File: src/ppio_pkg.sv
// Constants and types for the three-port parallel I/O block
package ppio_pkg;
    localparam logic [3:0] ADDR_PORT_A = 4'h0;
    localparam logic [3:0] ADDR_PORT_B = 4'h4;
    localparam logic [3:0] ADDR_PORT_C = 4'h8;
    localparam logic [3:0] ADDR_MODE   = 4'hC;
    // Mode register fields
    localparam int MODE_A_LSB   = 0;  // 2 bits: port A mode
    localparam int MODE_A_DIR   = 2;  // basic: 1 = input
    localparam int MODE_B_HS    = 3;  // port B handshake mode
    localparam int MODE_B_DIR   = 4;  // 1 = input
    localparam int MODE_CL_DIR  = 5;  // lower C basic direction
    localparam int MODE_CU_DIR  = 6;  // upper C basic direction
    localparam int MODE_LAMP    = 7;  // lamp link enable
    localparam int MODE_FUNC_EN = 8;  // board function enable
    localparam int MODE_FUNC_W  = 8;
    localparam logic [15:0] MODE_RESET = 16'h0000;
    // Board function enable bit positions in the mode function field (from mode bit 8)
    localparam int FN_DIR     = 0;
    localparam int FN_NMI     = 1;
    localparam int FN_WAIT    = 2;
    localparam int FN_GATE0   = 3;
    localparam int FN_GATE1   = 4;
    localparam int FN_OVR     = 5;
    localparam int FN_SYSIRQ  = 6;
    localparam int FN_STXD    = 7;
    typedef enum logic [1:0] {
        A_BASIC, A_STROBED_IN, A_LATCHED_OUT, A_BIDIR
    } port_a_mode_t;
    localparam logic [1:0] RESP_OKAY   = 2'h0;
    localparam logic [1:0] RESP_SLVERR = 2'h2;
endpackage

File: src/ppio_top.sv
// Three-port parallel I/O block with AXI4-Lite register access
//
// Added by the designer: register access over AXI4-Lite and the placing of the registers.
module ppio_top
    import ppio_pkg::*;
(
    input  wire logic        clk_sys,
    input  wire logic        nrst,
    input  wire logic [31:0] s_axi_awaddr,
    input  wire logic        s_axi_awvalid,
    output logic             s_axi_awready,
    input  wire logic [31:0] s_axi_wdata,
    input  wire logic [3:0]  s_axi_wstrb,
    input  wire logic        s_axi_wvalid,
    output logic             s_axi_wready,
    output logic [1:0]       s_axi_bresp,
    output logic             s_axi_bvalid,
    input  wire logic        s_axi_bready,
    input  wire logic [31:0] s_axi_araddr,
    input  wire logic        s_axi_arvalid,
    output logic             s_axi_arready,
    output logic [31:0]      s_axi_rdata,
    output logic [1:0]       s_axi_rresp,
    output logic             s_axi_rvalid,
    input  wire logic        s_axi_rready,
    input  wire logic [7:0]  pa_in,
    output logic [7:0]       pa_out,
    output logic [7:0]       pa_oe_n,
    input  wire logic [7:0]  pb_in,
    output logic [7:0]       pb_out,
    output logic [7:0]       pb_oe_n,
    input  wire logic [7:0]  pc_in,
    output logic [7:0]       pc_out,
    output logic [7:0]       pc_oe_n,
    output logic             xcvr_dir_in,
    output logic             nmi_gate,
    output logic             wait_req,
    output logic             timer0_gate,
    output logic             timer1_gate,
    output logic             override_req_n,
    output logic             system_irq_out,
    output logic             sec_txd,
    output logic             indicator_lamp,
    output logic             power_fail_flag
);
    // Pin synchronisers
    logic [7:0]   pa_s1_q;
    logic [7:0]   pa_s2_q;
    logic [7:0]   pb_s1_q;
    logic [7:0]   pb_s2_q;
    logic [7:0]   pc_s1_q;
    logic [7:0]   pc_s2_q;
    // Port data latches and software-written values
    logic [7:0]   pa_lat_q;
    logic [7:0]   pa_lat_d;
    logic [7:0]   pb_lat_q;
    logic [7:0]   pb_lat_d;
    logic [7:0]   pa_wr_q;
    logic [7:0]   pa_wr_d;
    logic [7:0]   pb_wr_q;
    logic [7:0]   pb_wr_d;
    logic [7:0]   pc_wr_q;
    logic [7:0]   pc_wr_d;
    logic [15:0]  mode_q;
    logic [15:0]  mode_d;
    // Handshake flags
    logic         ibfa_q;
    logic         ibfa_d;
    logic         obfa_n_q;
    logic         obfa_n_d;
    logic         inta_q;
    logic         inta_d;
    logic         ibfb_q;
    logic         ibfb_d;
    logic         obfb_n_q;
    logic         obfb_n_d;
    logic         intb_q;
    logic         intb_d;
    logic         stba_q;
    logic         acka_q;
    logic         stbb_q;
    logic         ackb_q;
    // Bus answer state
    logic         bvalid_q;
    logic         bvalid_d;
    logic         rvalid_q;
    logic         rvalid_d;
    logic [1:0]   bresp_q;
    logic [1:0]   bresp_d;
    logic [1:0]   rresp_q;
    logic [1:0]   rresp_d;
    logic [31:0]  rdata_q;
    logic [31:0]  rdata_d;
    port_a_mode_t amode;
    logic         b_hs;
    logic         b_in;
    logic         a_in;
    logic         wr_go;
    logic         rd_go;
    logic [7:0]   pc_view;
    logic [7:0]   pc_hs_oe_n;
    logic [7:0]   pc_hs_val;
    logic [7:0]   fn_en;

    always_ff @(posedge clk_sys) begin
        if (!nrst) begin
            pa_s1_q <= 8'h00;
            pa_s2_q <= 8'h00;
            pb_s1_q <= 8'h00;
            pb_s2_q <= 8'h00;
            // Idle high, so no false strobe or acknowledge after reset
            pc_s1_q <= 8'hFF;
            pc_s2_q <= 8'hFF;
        end else begin
            pa_s1_q <= pa_in;
            pa_s2_q <= pa_s1_q;
            pb_s1_q <= pb_in;
            pb_s2_q <= pb_s1_q;
            pc_s1_q <= pc_in;
            pc_s2_q <= pc_s1_q;
        end
    end

    assign amode = port_a_mode_t'(mode_q[MODE_A_LSB +: 2]);
    assign a_in  = mode_q[MODE_A_DIR];
    assign b_hs  = mode_q[MODE_B_HS];
    assign b_in  = mode_q[MODE_B_DIR];
    assign fn_en = mode_q[MODE_FUNC_EN +: MODE_FUNC_W];

    // Handshake pin map; 1 in oe_n marks a C bit owned as input or free
    always_comb begin
        pc_hs_oe_n = 8'hFF;
        pc_hs_val  = 8'h00;
        if (b_hs) begin
            pc_hs_oe_n[0] = 1'b0;
            pc_hs_val[0]  = intb_q;
            pc_hs_oe_n[1] = 1'b0;
            pc_hs_val[1]  = b_in ? ibfb_q : obfb_n_q;
        end
        if (amode != A_BASIC) begin
            pc_hs_oe_n[3] = 1'b0;
            pc_hs_val[3]  = inta_q;
        end
        if (amode == A_STROBED_IN || amode == A_BIDIR) begin
            pc_hs_oe_n[5] = 1'b0;
            pc_hs_val[5]  = ibfa_q;
        end
        if (amode == A_LATCHED_OUT || amode == A_BIDIR) begin
            pc_hs_oe_n[7] = 1'b0;
            pc_hs_val[7]  = obfa_n_q;
        end
    end

    // Port C view for software: handshake lines, else live or latched
    always_comb begin
        pc_view = 8'h00;
        for (int i = 0; i < 8; i++) begin
            pc_view[i] = pc_oe_n[i] ? pc_s2_q[i] : pc_out[i];
        end
    end

    // Strobe and acknowledge pins, active low, synchronised
    always_comb begin
        stba_q = pc_s2_q[4];
        acka_q = pc_s2_q[6];
        stbb_q = pc_s2_q[2];
        ackb_q = pc_s2_q[2];
    end

    // Address and data are taken together; a lone half simply waits
    assign wr_go = s_axi_awvalid && s_axi_wvalid && !bvalid_q;
    assign rd_go = s_axi_arvalid && !rvalid_q;

    // Handshake and register next state
    always_comb begin
        pa_lat_d = pa_lat_q;
        pb_lat_d = pb_lat_q;
        pa_wr_d = pa_wr_q;
        pb_wr_d = pb_wr_q;
        pc_wr_d = pc_wr_q;
        mode_d = mode_q;
        ibfa_d = ibfa_q;
        obfa_n_d = obfa_n_q;
        ibfb_d = ibfb_q;
        obfb_n_d = obfb_n_q;
        bvalid_d = bvalid_q && !s_axi_bready;
        rvalid_d = rvalid_q && !s_axi_rready;
        bresp_d = bresp_q;
        rresp_d = rresp_q;
        rdata_d = rdata_q;
        // Read side first so a strobe in the same cycle still wins
        if (rd_go) begin
            rvalid_d = 1'b1;
            rresp_d  = RESP_OKAY;
            rdata_d  = 32'h0000_0000;
            case (s_axi_araddr[3:0])
                ADDR_PORT_A: begin
                    rdata_d[7:0] = (amode == A_BASIC && a_in)
                                   ? pa_s2_q : pa_lat_q;
                    ibfa_d = 1'b0;
                end
                ADDR_PORT_B: begin
                    rdata_d[7:0] = (!b_hs && b_in) ? pb_s2_q : pb_lat_q;
                    if (b_hs) ibfb_d = 1'b0;
                end
                ADDR_PORT_C: rdata_d[7:0] = pc_view;
                ADDR_MODE:   rdata_d[15:0] = mode_q;
                default:     rresp_d = RESP_SLVERR;
            endcase
            if (s_axi_araddr[31:4] != 28'h0) rresp_d = RESP_SLVERR;
        end
        if (wr_go) begin
            bvalid_d = 1'b1;
            bresp_d  = RESP_OKAY;
            if (s_axi_awaddr[31:4] != 28'h0) begin
                bresp_d = RESP_SLVERR;
            end else begin
                case (s_axi_awaddr[3:0])
                    ADDR_PORT_A: if (s_axi_wstrb[0]) begin
                        pa_wr_d  = s_axi_wdata[7:0];
                        obfa_n_d = 1'b0;
                    end
                    ADDR_PORT_B: if (s_axi_wstrb[0]) begin
                        pb_wr_d  = s_axi_wdata[7:0];
                        obfb_n_d = !(b_hs && !b_in);
                    end
                    ADDR_PORT_C: if (s_axi_wstrb[0]) pc_wr_d = s_axi_wdata[7:0];
                    ADDR_MODE: begin
                        if (s_axi_wstrb[0]) mode_d[7:0]  = s_axi_wdata[7:0];
                        if (s_axi_wstrb[1]) mode_d[15:8] = s_axi_wdata[15:8];
                    end
                    default: bresp_d = RESP_SLVERR;
                endcase
            end
        end
        // Port A strobe latches input and sets buffer full
        if ((amode == A_STROBED_IN || amode == A_BIDIR) && !stba_q) begin
            pa_lat_d = pa_s2_q;
            ibfa_d   = 1'b1;
        end
        if ((amode == A_LATCHED_OUT || amode == A_BIDIR) && !acka_q)
            obfa_n_d = 1'b1;
        if (b_hs && b_in && !stbb_q) begin
            pb_lat_d = pb_s2_q;
            ibfb_d   = 1'b1;
        end
        if (b_hs && !b_in && !ackb_q)
            obfb_n_d = 1'b1;
        // Basic mode keeps the flags idle so a later switch starts clean
        if (amode == A_BASIC) begin
            ibfa_d = 1'b0;
            obfa_n_d = 1'b1;
        end
        if (!b_hs) begin
            ibfb_d = 1'b0;
            obfb_n_d = 1'b1;
        end
    end

    // Interrupts follow buffer state (strobe done, or ack done in A latched output and B handshake output)
    // Registered, so the request pins change one cycle after the flags
    always_comb begin
        inta_d = 1'b0;
        intb_d = 1'b0;
        case (amode)
            A_STROBED_IN:  inta_d = ibfa_q;
            A_LATCHED_OUT: inta_d = obfa_n_q;
            A_BIDIR:       inta_d = ibfa_q;
            default:       inta_d = 1'b0;
        endcase
        if (b_hs) begin
            intb_d = b_in ? ibfb_q : obfb_n_q;
        end
    end

    always_ff @(posedge clk_sys) begin
        if (!nrst) begin
            pa_lat_q <= 8'h00;
            pb_lat_q <= 8'h00;
            pa_wr_q <= 8'h00;
            pb_wr_q <= 8'h00;
            pc_wr_q <= 8'h00;
            mode_q <= MODE_RESET;
            ibfa_q <= 1'b0;
            obfa_n_q <= 1'b1;
            inta_q <= 1'b0;
            ibfb_q <= 1'b0;
            obfb_n_q <= 1'b1;
            intb_q <= 1'b0;
            bvalid_q <= 1'b0;
            rvalid_q <= 1'b0;
            bresp_q <= RESP_OKAY;
            rresp_q <= RESP_OKAY;
            rdata_q <= 32'h0000_0000;
        end else begin
            pa_lat_q <= pa_lat_d;
            pb_lat_q <= pb_lat_d;
            pa_wr_q <= pa_wr_d;
            pb_wr_q <= pb_wr_d;
            pc_wr_q <= pc_wr_d;
            mode_q <= mode_d;
            ibfa_q <= ibfa_d;
            obfa_n_q <= obfa_n_d;
            inta_q <= inta_d;
            ibfb_q <= ibfb_d;
            obfb_n_q <= obfb_n_d;
            intb_q <= intb_d;
            bvalid_q <= bvalid_d;
            rvalid_q <= rvalid_d;
            bresp_q <= bresp_d;
            rresp_q <= rresp_d;
            rdata_q <= rdata_d;
        end
    end

    // Port C drive: handshake bits override, basic bits by group
    always_comb begin
        pc_out  = pc_wr_q;
        pc_oe_n = 8'hFF;
        for (int i = 0; i < 8; i++) begin
            if (i < 4) begin
                // Lower group bits 0 to 2 free only with B basic, bit 3 only with A basic
                pc_oe_n[i] = mode_q[MODE_CL_DIR];
            end else begin
                pc_oe_n[i] = mode_q[MODE_CU_DIR];
            end
        end
        if (amode == A_BIDIR) pc_oe_n[0] = 1'b1;
        // Bit 3 reserved whenever A is not basic
        for (int i = 0; i < 8; i++) begin
            if (!pc_hs_oe_n[i]) begin
                pc_oe_n[i] = 1'b0;
                pc_out[i]  = pc_hs_val[i];
            end
        end
        if (b_hs) pc_oe_n[2] = 1'b1;
        if (amode == A_STROBED_IN || amode == A_BIDIR) pc_oe_n[4] = 1'b1;
        if (amode == A_LATCHED_OUT || amode == A_BIDIR) pc_oe_n[6] = 1'b1;
    end

    // Port A and B drive
    always_comb begin
        xcvr_dir_in = (amode == A_BIDIR) ? acka_q
                    : (fn_en[FN_DIR] ? pc_wr_q[0] : a_in);
        pa_out  = pa_wr_q;
        pa_oe_n = xcvr_dir_in ? 8'hFF : 8'h00;
        if (amode == A_STROBED_IN) pa_oe_n = 8'hFF;
        pb_out  = pb_wr_q;
        pb_oe_n = b_in ? 8'hFF : 8'h00;
    end

    // Board control functions taken from written port C bits; power fail comes from the synchronised bit 7 pin
    // Software keeps one enable per bit; two on one bit share its value
    // Lamp follows the driven bit 3, so a handshake use shows there too
    always_comb begin
        nmi_gate       = fn_en[FN_NMI]    ? pc_wr_q[1] : 1'b1;
        wait_req       = fn_en[FN_WAIT]   && pc_wr_q[2];
        timer0_gate    = fn_en[FN_GATE0]  ? pc_wr_q[4] : 1'b1;
        timer1_gate    = fn_en[FN_GATE1]  ? pc_wr_q[5] : 1'b1;
        override_req_n = !(fn_en[FN_OVR]  && pc_wr_q[6]);
        system_irq_out = fn_en[FN_SYSIRQ] && pc_wr_q[7];
        sec_txd        = fn_en[FN_STXD]   ? pc_wr_q[7] : 1'b1;
        indicator_lamp = mode_q[MODE_LAMP] && pc_out[3];
        power_fail_flag = !pc_s2_q[7];
    end

    assign s_axi_awready = wr_go;
    assign s_axi_wready  = wr_go;
    assign s_axi_arready = rd_go;
    assign s_axi_bvalid  = bvalid_q;
    assign s_axi_bresp   = bresp_q;
    assign s_axi_rvalid  = rvalid_q;
    assign s_axi_rresp   = rresp_q;
    assign s_axi_rdata   = rdata_q;
endmodule

File: config.mk
export PLATFORM = sky130hd
export DESIGN_NAME = ppio_top
export DESIGN_NICKNAME = d
export VERILOG_FILES = /design/src/ppio_pkg.sv /design/src/ppio_top.sv
export SDC_FILE = /design/constraint.sdc
export NUM_CORES = 1
export LEC_CHECK = 0
export BUFFER_PORTS_ARGS = -buffer_cell sky130_fd_sc_hd__buf_4
export CORE_MARGIN = 5
export CORE_UTILIZATION = 45
export DETAILED_ROUTE_END_ITERATION = 10
export PLACE_DENSITY = 0.8
export SETUP_SLACK_MARGIN = 0.05
export SYNTH_ARGS = -nofsm -noshare
export SYNTH_HDL_FRONTEND = slang
export SYNTH_SLANG_ARGS = --single-unit
File: constraint.sdc
create_clock -name clk_sys -period 3.95 [get_ports clk_sys]
set_input_delay 0.395 -clock clk_sys [delete_from_list [all_inputs] [get_ports clk_sys]]
set_output_delay 0.395 -clock clk_sys [all_outputs]
set_load 0.05 [all_outputs]
==> flow_metrics.env, run 1 <==
export IMPL_antenna_found_initial=0
export IMPL_synth_cell_types=47
export IMPL_die_area_mm2=0.0146
export IMPL_drc=0
export IMPL_synth_area_per_cell_um2=9.42
export IMPL_crit_type="reg -> out"
export IMPL_start_util_pct=45.9
export IMPL_hold_viol=0
export IMPL_fp_dieW_um=121
export IMPL_postRouteAntennaNets=0
export IMPL_synth_top_area_share_pct=47.2
export IMPL_vdd_drop_max_v=0.000283
export IMPL_setup_tns_ns=0
export IMPL_post_cts_buffers=0
export IMPL_area_delta_synth_final_pct=34.9
export IMPL_clock_latency_ns=0.41
export IMPL_hp_class="in -> reg"
export IMPL_grt_setup_unrepaired="false"
export IMPL_cp_required_ns=3.56
export IMPL_drive_gt1_share_pct=32.4
export IMPL_htree_levels=4
export IMPL_coreArea_mm2=0.0120
export IMPL_diodes=0
export IMPL_tritoncts="done"
export IMPL_initialDrtViolationCount=266
export IMPL_crit_fanout=15
export IMPL_clock_sinks=130
export IMPL_synth_ff_type="dfxtp_1"
export IMPL_final_cell_mix="buf_4, dfxtp_1, nand2_1, mux2i_1, and2_1"
export IMPL_cap_violations=0
export IMPL_hold_buffers=0
export IMPL_cp_start_kind="flop"
export IMPL_ys_ff_latch=130
export IMPL_relSlewSlack_pct=34.1
export IMPL_clock_skew_ns=0.00913
export IMPL_row_count=40
export IMPL_async_flop_share_pct=0
export IMPL_final_common_cell="buf_4"
export IMPL_finalPower_mw=3.15
export IMPL_fp_dieH_um=121
export IMPL_synth_top_cell_by_area="dfxtp_1"
export IMPL_fin_nets=879
export IMPL_period_share_pct=62.2
export IMPL_portBuffers=193
export IMPL_fin_crit_ns=2.46
export IMPL_outcome="finished clean"
export IMPL_yosysSeqAreaShare_pct=47.2
export IMPL_cts_reportedPaths_clkPinSlew_ns=0.06
export IMPL_power_leakage_nw=3.13
export IMPL_cts_buffer_depth=2
export IMPL_drt_first_pass_iters=4
export IMPL_worst_pin_slew_ns=0.975
export IMPL_grt_pass1_vias=4619
export IMPL_worst_endpoint_arrival_ns=2.06
export IMPL_syn_cell_area_mm2=0.00551
export IMPL_cts_made_buffers=17
export IMPL_grt_pass1_wl_um=23100
export IMPL_dp_hpwl_um=11400
export IMPL_grt_max_degree=111
export IMPL_finalSetupViolations=0
export IMPL_track_usage_pct=20.2
export IMPL_synth_area_leaders="dfxtp_1, mux2i_1, nand2_1"
export IMPL_max_freq_mhz=407
export IMPL_placed_cells=876
export IMPL_synth_edf_count=0
export IMPL_critPathCaptureType="output pin"
export IMPL_finalMaxSlewViolations=0
export IMPL_synth_cells=585
export IMPL_ys_warn_count=0
export IMPL_wl_um=15200
export IMPL_dr_total_vias=4629
export IMPL_cts_resized=0
export IMPL_wl_per_cell_um=16.7
export IMPL_instances_no_fill=907
export IMPL_io_pins=230
export IMPL_overflow=0
export IMPL_routed_via_density=5.10
export IMPL_powerDensity_mw_per_mm2=423
export IMPL_cts_root_buf="clkbuf_16"
export IMPL_gp_congestion=0.852
[where the power goes]
group | switching (mW) | leakage [nW] | internal (mW)
clock | 0.549 | 0.289 | 1.02
sequential | 0.0110 | 1.06 | 1.34
combinational | 0.126 | 1.78 | 0.104
total | 0.686 | 3.13 | 2.46
[synth_stat cells, types with 2 or more instances]
library cell  count
dfxtp_1         130
nand2_1          83
mux2i_1          69
and2_1           39
buf_4            37
nor2b_1          30
clkbuf_1         29
o21ai_0          26
nand2b_1         22
a21oi_1          14
nor2_1           14
nor4_1           12
inv_1             9
a21boi_0          8
a22oi_1           8
mux2_2            5
nand3_1           4
nor4_2            4
nand4_1           3
nor3_1            3
or2_2             3
a211oi_1          2
buf_1             2
buf_2             2
nor4_4            2
o221a_2           2
o22ai_1           2
o2bb2ai_1         2
[worst paths after layout]
| kind | from | to | slack [ns] | cells past startpoint |
|---|---|---|---|---|
| setup reg to reg | s_axi_bvalid | pc_wr_q[0] | 1.72 | 5 |
| hold / removal | pc_in[1] | pc_s1_q[1] | 0.16 | 2 |
| hold reg to reg | pc_s1_q[3] | pc_s2_q[3] | 0.41 | 1 |
| setup / recovery | mode_q[0] | pa_oe_n[2] | 1.49 | 3 |
[final cells by class]
type,instances,area [um^2]
sequential,130,2600
tap,147,184
timing repair buffer,198,1490
clock buffer,21,460
inverter,9,33.8
clock inverter,10,134
multi-input combinational,392,2530
fill,1007,4580
[per-stage QoR]
step | area [um^2] | setup slack, ns | hold WS (ns) | utilization (%)
floorplan | 5570 | 1.36 | 0.386 | -
global placement | 6840 | 1.57 | 0.390 | 57.0
detailed placement | 6840 | 1.49 | 0.393 | 57.0
CTS | 7440 | 1.50 | 0.151 | 61.9
global route | 7440 | 1.31 | 0.152 | 61.9
finish | 7440 | 1.49 | 0.165 | 61.9
[layer usage]
metal | track usage, % | share of wire (%) | vias to the layer above
met5 | 0 | 0 | -
li1 | - | - | 2250
met2 | 33.6 | 49 | 178
met3 | 5.38 | 7.1 | 23
met4 | 8.64 | 2.0 | 0
met1 | 24.7 | 41 | 2178
[sequential cells by signal, indices dropped and copies added, names as in the netlist, 8 cells and up]
| register | count |
|---|---|
| mode_q | 16 |
| s_axi_rdata | 16 |
| pa_lat_q | 8 |
| pa_out | 8 |
| pa_s1_q | 8 |
| pa_s2_q | 8 |
| pb_lat_q | 8 |
| pb_out | 8 |
| pb_s1_q | 8 |
| pb_s2_q | 8 |
| pc_s1_q | 8 |
| pc_s2_q | 8 |
| pc_wr_q | 8 |
[cell families after synthesis]
| group | share of synthesized area, % |
|---|---|
| AND/OR/NAND/NOR | 22.7 |
| flip-flops | 47.2 |
| buffers and inverters | 8.15 |
| multiplexers | 13.6 |
| AO/OA/AOI/OAI | 8.29 |
| other | 0.0681 |
[worst max-delay path, stage by stage, from the launching register on]
cell,delay [ns]
dfxtp_1,0.65
inv_1,0.15
a21oi_1,0.53
buf_4,0.31
(Power assumes the default switching activity.)
==> inputs of run 2 (changes only) <==
Settings changed: ABC_AREA from default to 1, PLACE_DENSITY 0.8 to 0.78.
Clock period 3.95 ns to 2.4 ns, I/O delays scaled along.
==> run 2 against run 1 <==
Effect of this change: critical endpoint is now pa_oe_n[3]; die area is 8.7% higher; sequential cell count stayed put; first-iteration DRC count is 73% higher; sequential power is 65% higher; combinational power is 110% higher.
==> flow_metrics.env, run 2 <==
export IMPL_synth_ff_type="dfxtp_1"
export IMPL_die_area_mm2=0.0158
export IMPL_htree_levels=4
export IMPL_hold_buffers=1
export IMPL_synth_commonest_cells="nand2_1, inv_1, nor2_1"
export IMPL_cap_violations=0
export IMPL_critPathCaptureType="output pin"
export IMPL_cts_made_buffers=17
export IMPL_wl_per_cell_um=13.0
export IMPL_cp_slowest_cell="dfxtp_1"
export IMPL_crit_chain="inv_1 > nor2_1 > a22oi_2 > a21oi_1 > inv_1 > buf_4"
export IMPL_synth_top_area_share_pct=43.1
export IMPL_fin_nets=1190
export IMPL_dp_hpwl_um=12200
export IMPL_final_cell_mix="nand2_1, buf_4, inv_1, nor2_1, dfxtp_1"
export IMPL_relSlewSlack_pct=53.7
export IMPL_synth_area_leaders="dfxtp_1, nand2_1, inv_1"
export IMPL_setup_tns_ns=0
export IMPL_cp_required_ns=2.16
export IMPL_start_util_pct=45.7
export IMPL_async_flop_share_pct=0
export IMPL_drive_gt1_share_pct=25.3
export IMPL_outcome="finished clean"
export IMPL_finalPower_mw=5.07
export IMPL_synth_cells=888
export IMPL_powerDensity_mw_per_mm2=637
export IMPL_vdd_drop_max_v=0.000341
export IMPL_wl_um=16200
export IMPL_syn_cell_area_mm2=0.00603
export IMPL_synth_edf_count=0
export IMPL_grt_pass1_vias=5247
export IMPL_post_cts_buffers=0
export IMPL_cp_start_kind="flop"
export IMPL_power_leakage_nw=4.27
export IMPL_postRouteAntennaNets=0
export IMPL_crit_fanout=8
export IMPL_coreArea_mm2=0.0132
export IMPL_grt_pass1_wl_um=25400
export IMPL_cts_root_buf="clkbuf_16"
export IMPL_clock_skew_ns=0.00647
export IMPL_path_delay_family="buffers and inverters"
export IMPL_dr_total_vias=5769
export IMPL_io_pins=230
export IMPL_finalSetupViolations=0
export IMPL_portBuffers=193
export IMPL_cts_reportedPaths_clkPinSlew_ns=0.06
export IMPL_grt_setup_unrepaired="false"
export IMPL_max_freq_mhz=457
export IMPL_yosysMostFrequentCell="nand2_1"
export IMPL_area_delta_synth_final_pct=32.1
export IMPL_synth_cell_types=32
export IMPL_cts_buffer_depth=2
export IMPL_period_share_pct=91.1
export IMPL_fp_dieW_um=126
export IMPL_worst_pin_slew_ns=0.693
export IMPL_grt_max_degree=100
export IMPL_finalMaxSlewViolations=0
export IMPL_drt_first_pass_iters=8
export IMPL_antenna_found_initial=0
export IMPL_final_common_cell="nand2_1"
export IMPL_ys_ff_latch=130
export IMPL_worst_endpoint_arrival_ns=1.95
export IMPL_routed_via_density=4.63
export IMPL_initialDrtViolationCount=459
export IMPL_cp_common_cell="inv_1"
export IMPL_synth_area_per_cell_um2=6.79
export IMPL_clock_latency_ns=0.40
export IMPL_yosysSeqAreaShare_pct=43.1
export IMPL_overflow=0
export IMPL_fin_crit_ns=2.19
export IMPL_hp_class="in -> reg"
export IMPL_track_usage_pct=19.7
export IMPL_synth_top_cell_by_area="dfxtp_1"
export IMPL_row_count=42
export IMPL_ys_warn_count=0
export IMPL_fp_dieH_um=126
export IMPL_diodes=0
export IMPL_cp_buffers_inverters=3
export IMPL_gp_congestion=0.854
export IMPL_drc=0
export IMPL_final_util_pct=60.4
export IMPL_tritoncts="done"
export IMPL_clock_sinks=130
export IMPL_critPathMaxStageDelay_ns=0.44
export IMPL_crit_type="reg -> out"
export IMPL_cts_resized=0
export IMPL_hold_viol=0
-- run 2: final cells by class --
| cell class | instances | area [um^2] |
|---|---|---|
| Sequential cell | 130 | 2600 |
| Clock inverter | 13 | 115 |
| Clock buffer | 18 | 439 |
| Timing Repair Buffer | 201 | 1520 |
| Multi-Input combinational cell | 560 | 2510 |
| Tap cell | 176 | 220 |
| Fill cell | 1215 | 5220 |
| Inverter | 149 | 559 |
-- run 2: where the power goes --
| group | total [mW] | internal, mW | switching [mW] |
|---|---|---|---|
| combinational | 0.475 | 0.189 | 0.286 |
| clock | 2.37 | 1.44 | 0.929 |
| sequential | 2.23 | 2.21 | 0.0197 |
-- run 2: final timing paths --
path                   start  cells after the start  slack [ns]        endpoint
hold / removal      pb_in[3]                      3        0.02      pb_s1_q[3]
setup / recovery   mode_q[1]                      6        0.21      pa_oe_n[3]
hold reg to reg   pb_s1_q[2]                      2        0.41      pb_s2_q[2]
setup reg to reg   mode_q[3]                      7        0.67  s_axi_rdata[4]
-- run 2: layer usage --
metal / global-route usage, % / routed length, um
met3: 6.22 / 1520
met4: 6.69 / 331
met2: 32.7 / 7550
met1: 24.3 / 6760
met5: 0 / 0
-- run 2: through the flow --
stage	instance area (um^2)	std cells	hold WS [ns]	worst slack, ns
4_1_cts	7970	1247	0.00154	0.229
6_report	7970	1247	0.0153	0.214
2_1_floorplan	6100	905	0.338	0.213
5_1_grt	7970	1247	0.00350	0.114
3_5_place_dp	7410	1215	0.397	0.635
3_3_place_gp	7410	1215	0.394	0.652
-- run 2: kinds of logic (layout without fill, tap and decap cells) --
group / Yosys count / count (layout) / share of synthesized area, %
AOI/OAI and AO/OA: 85 / 85 / 7.18
buffers and inverters: 215 / 381 / 16.4
DFF: 130 / 130 / 43.1
other: 1 / 18 / 0.0622
and+or+nand+nor: 457 / 457 / 33.2
-- run 2: worst reg2reg max path: stages (launching register included) --
cell and delay, ns:
dfxtp_1 0.34, inv_1 0.32, nand2_1 0.33, o21ai_0 0.30, nand2_1 0.08, nand2_1 0.07
o21ai_0 0.07, a21oi_1 0.15
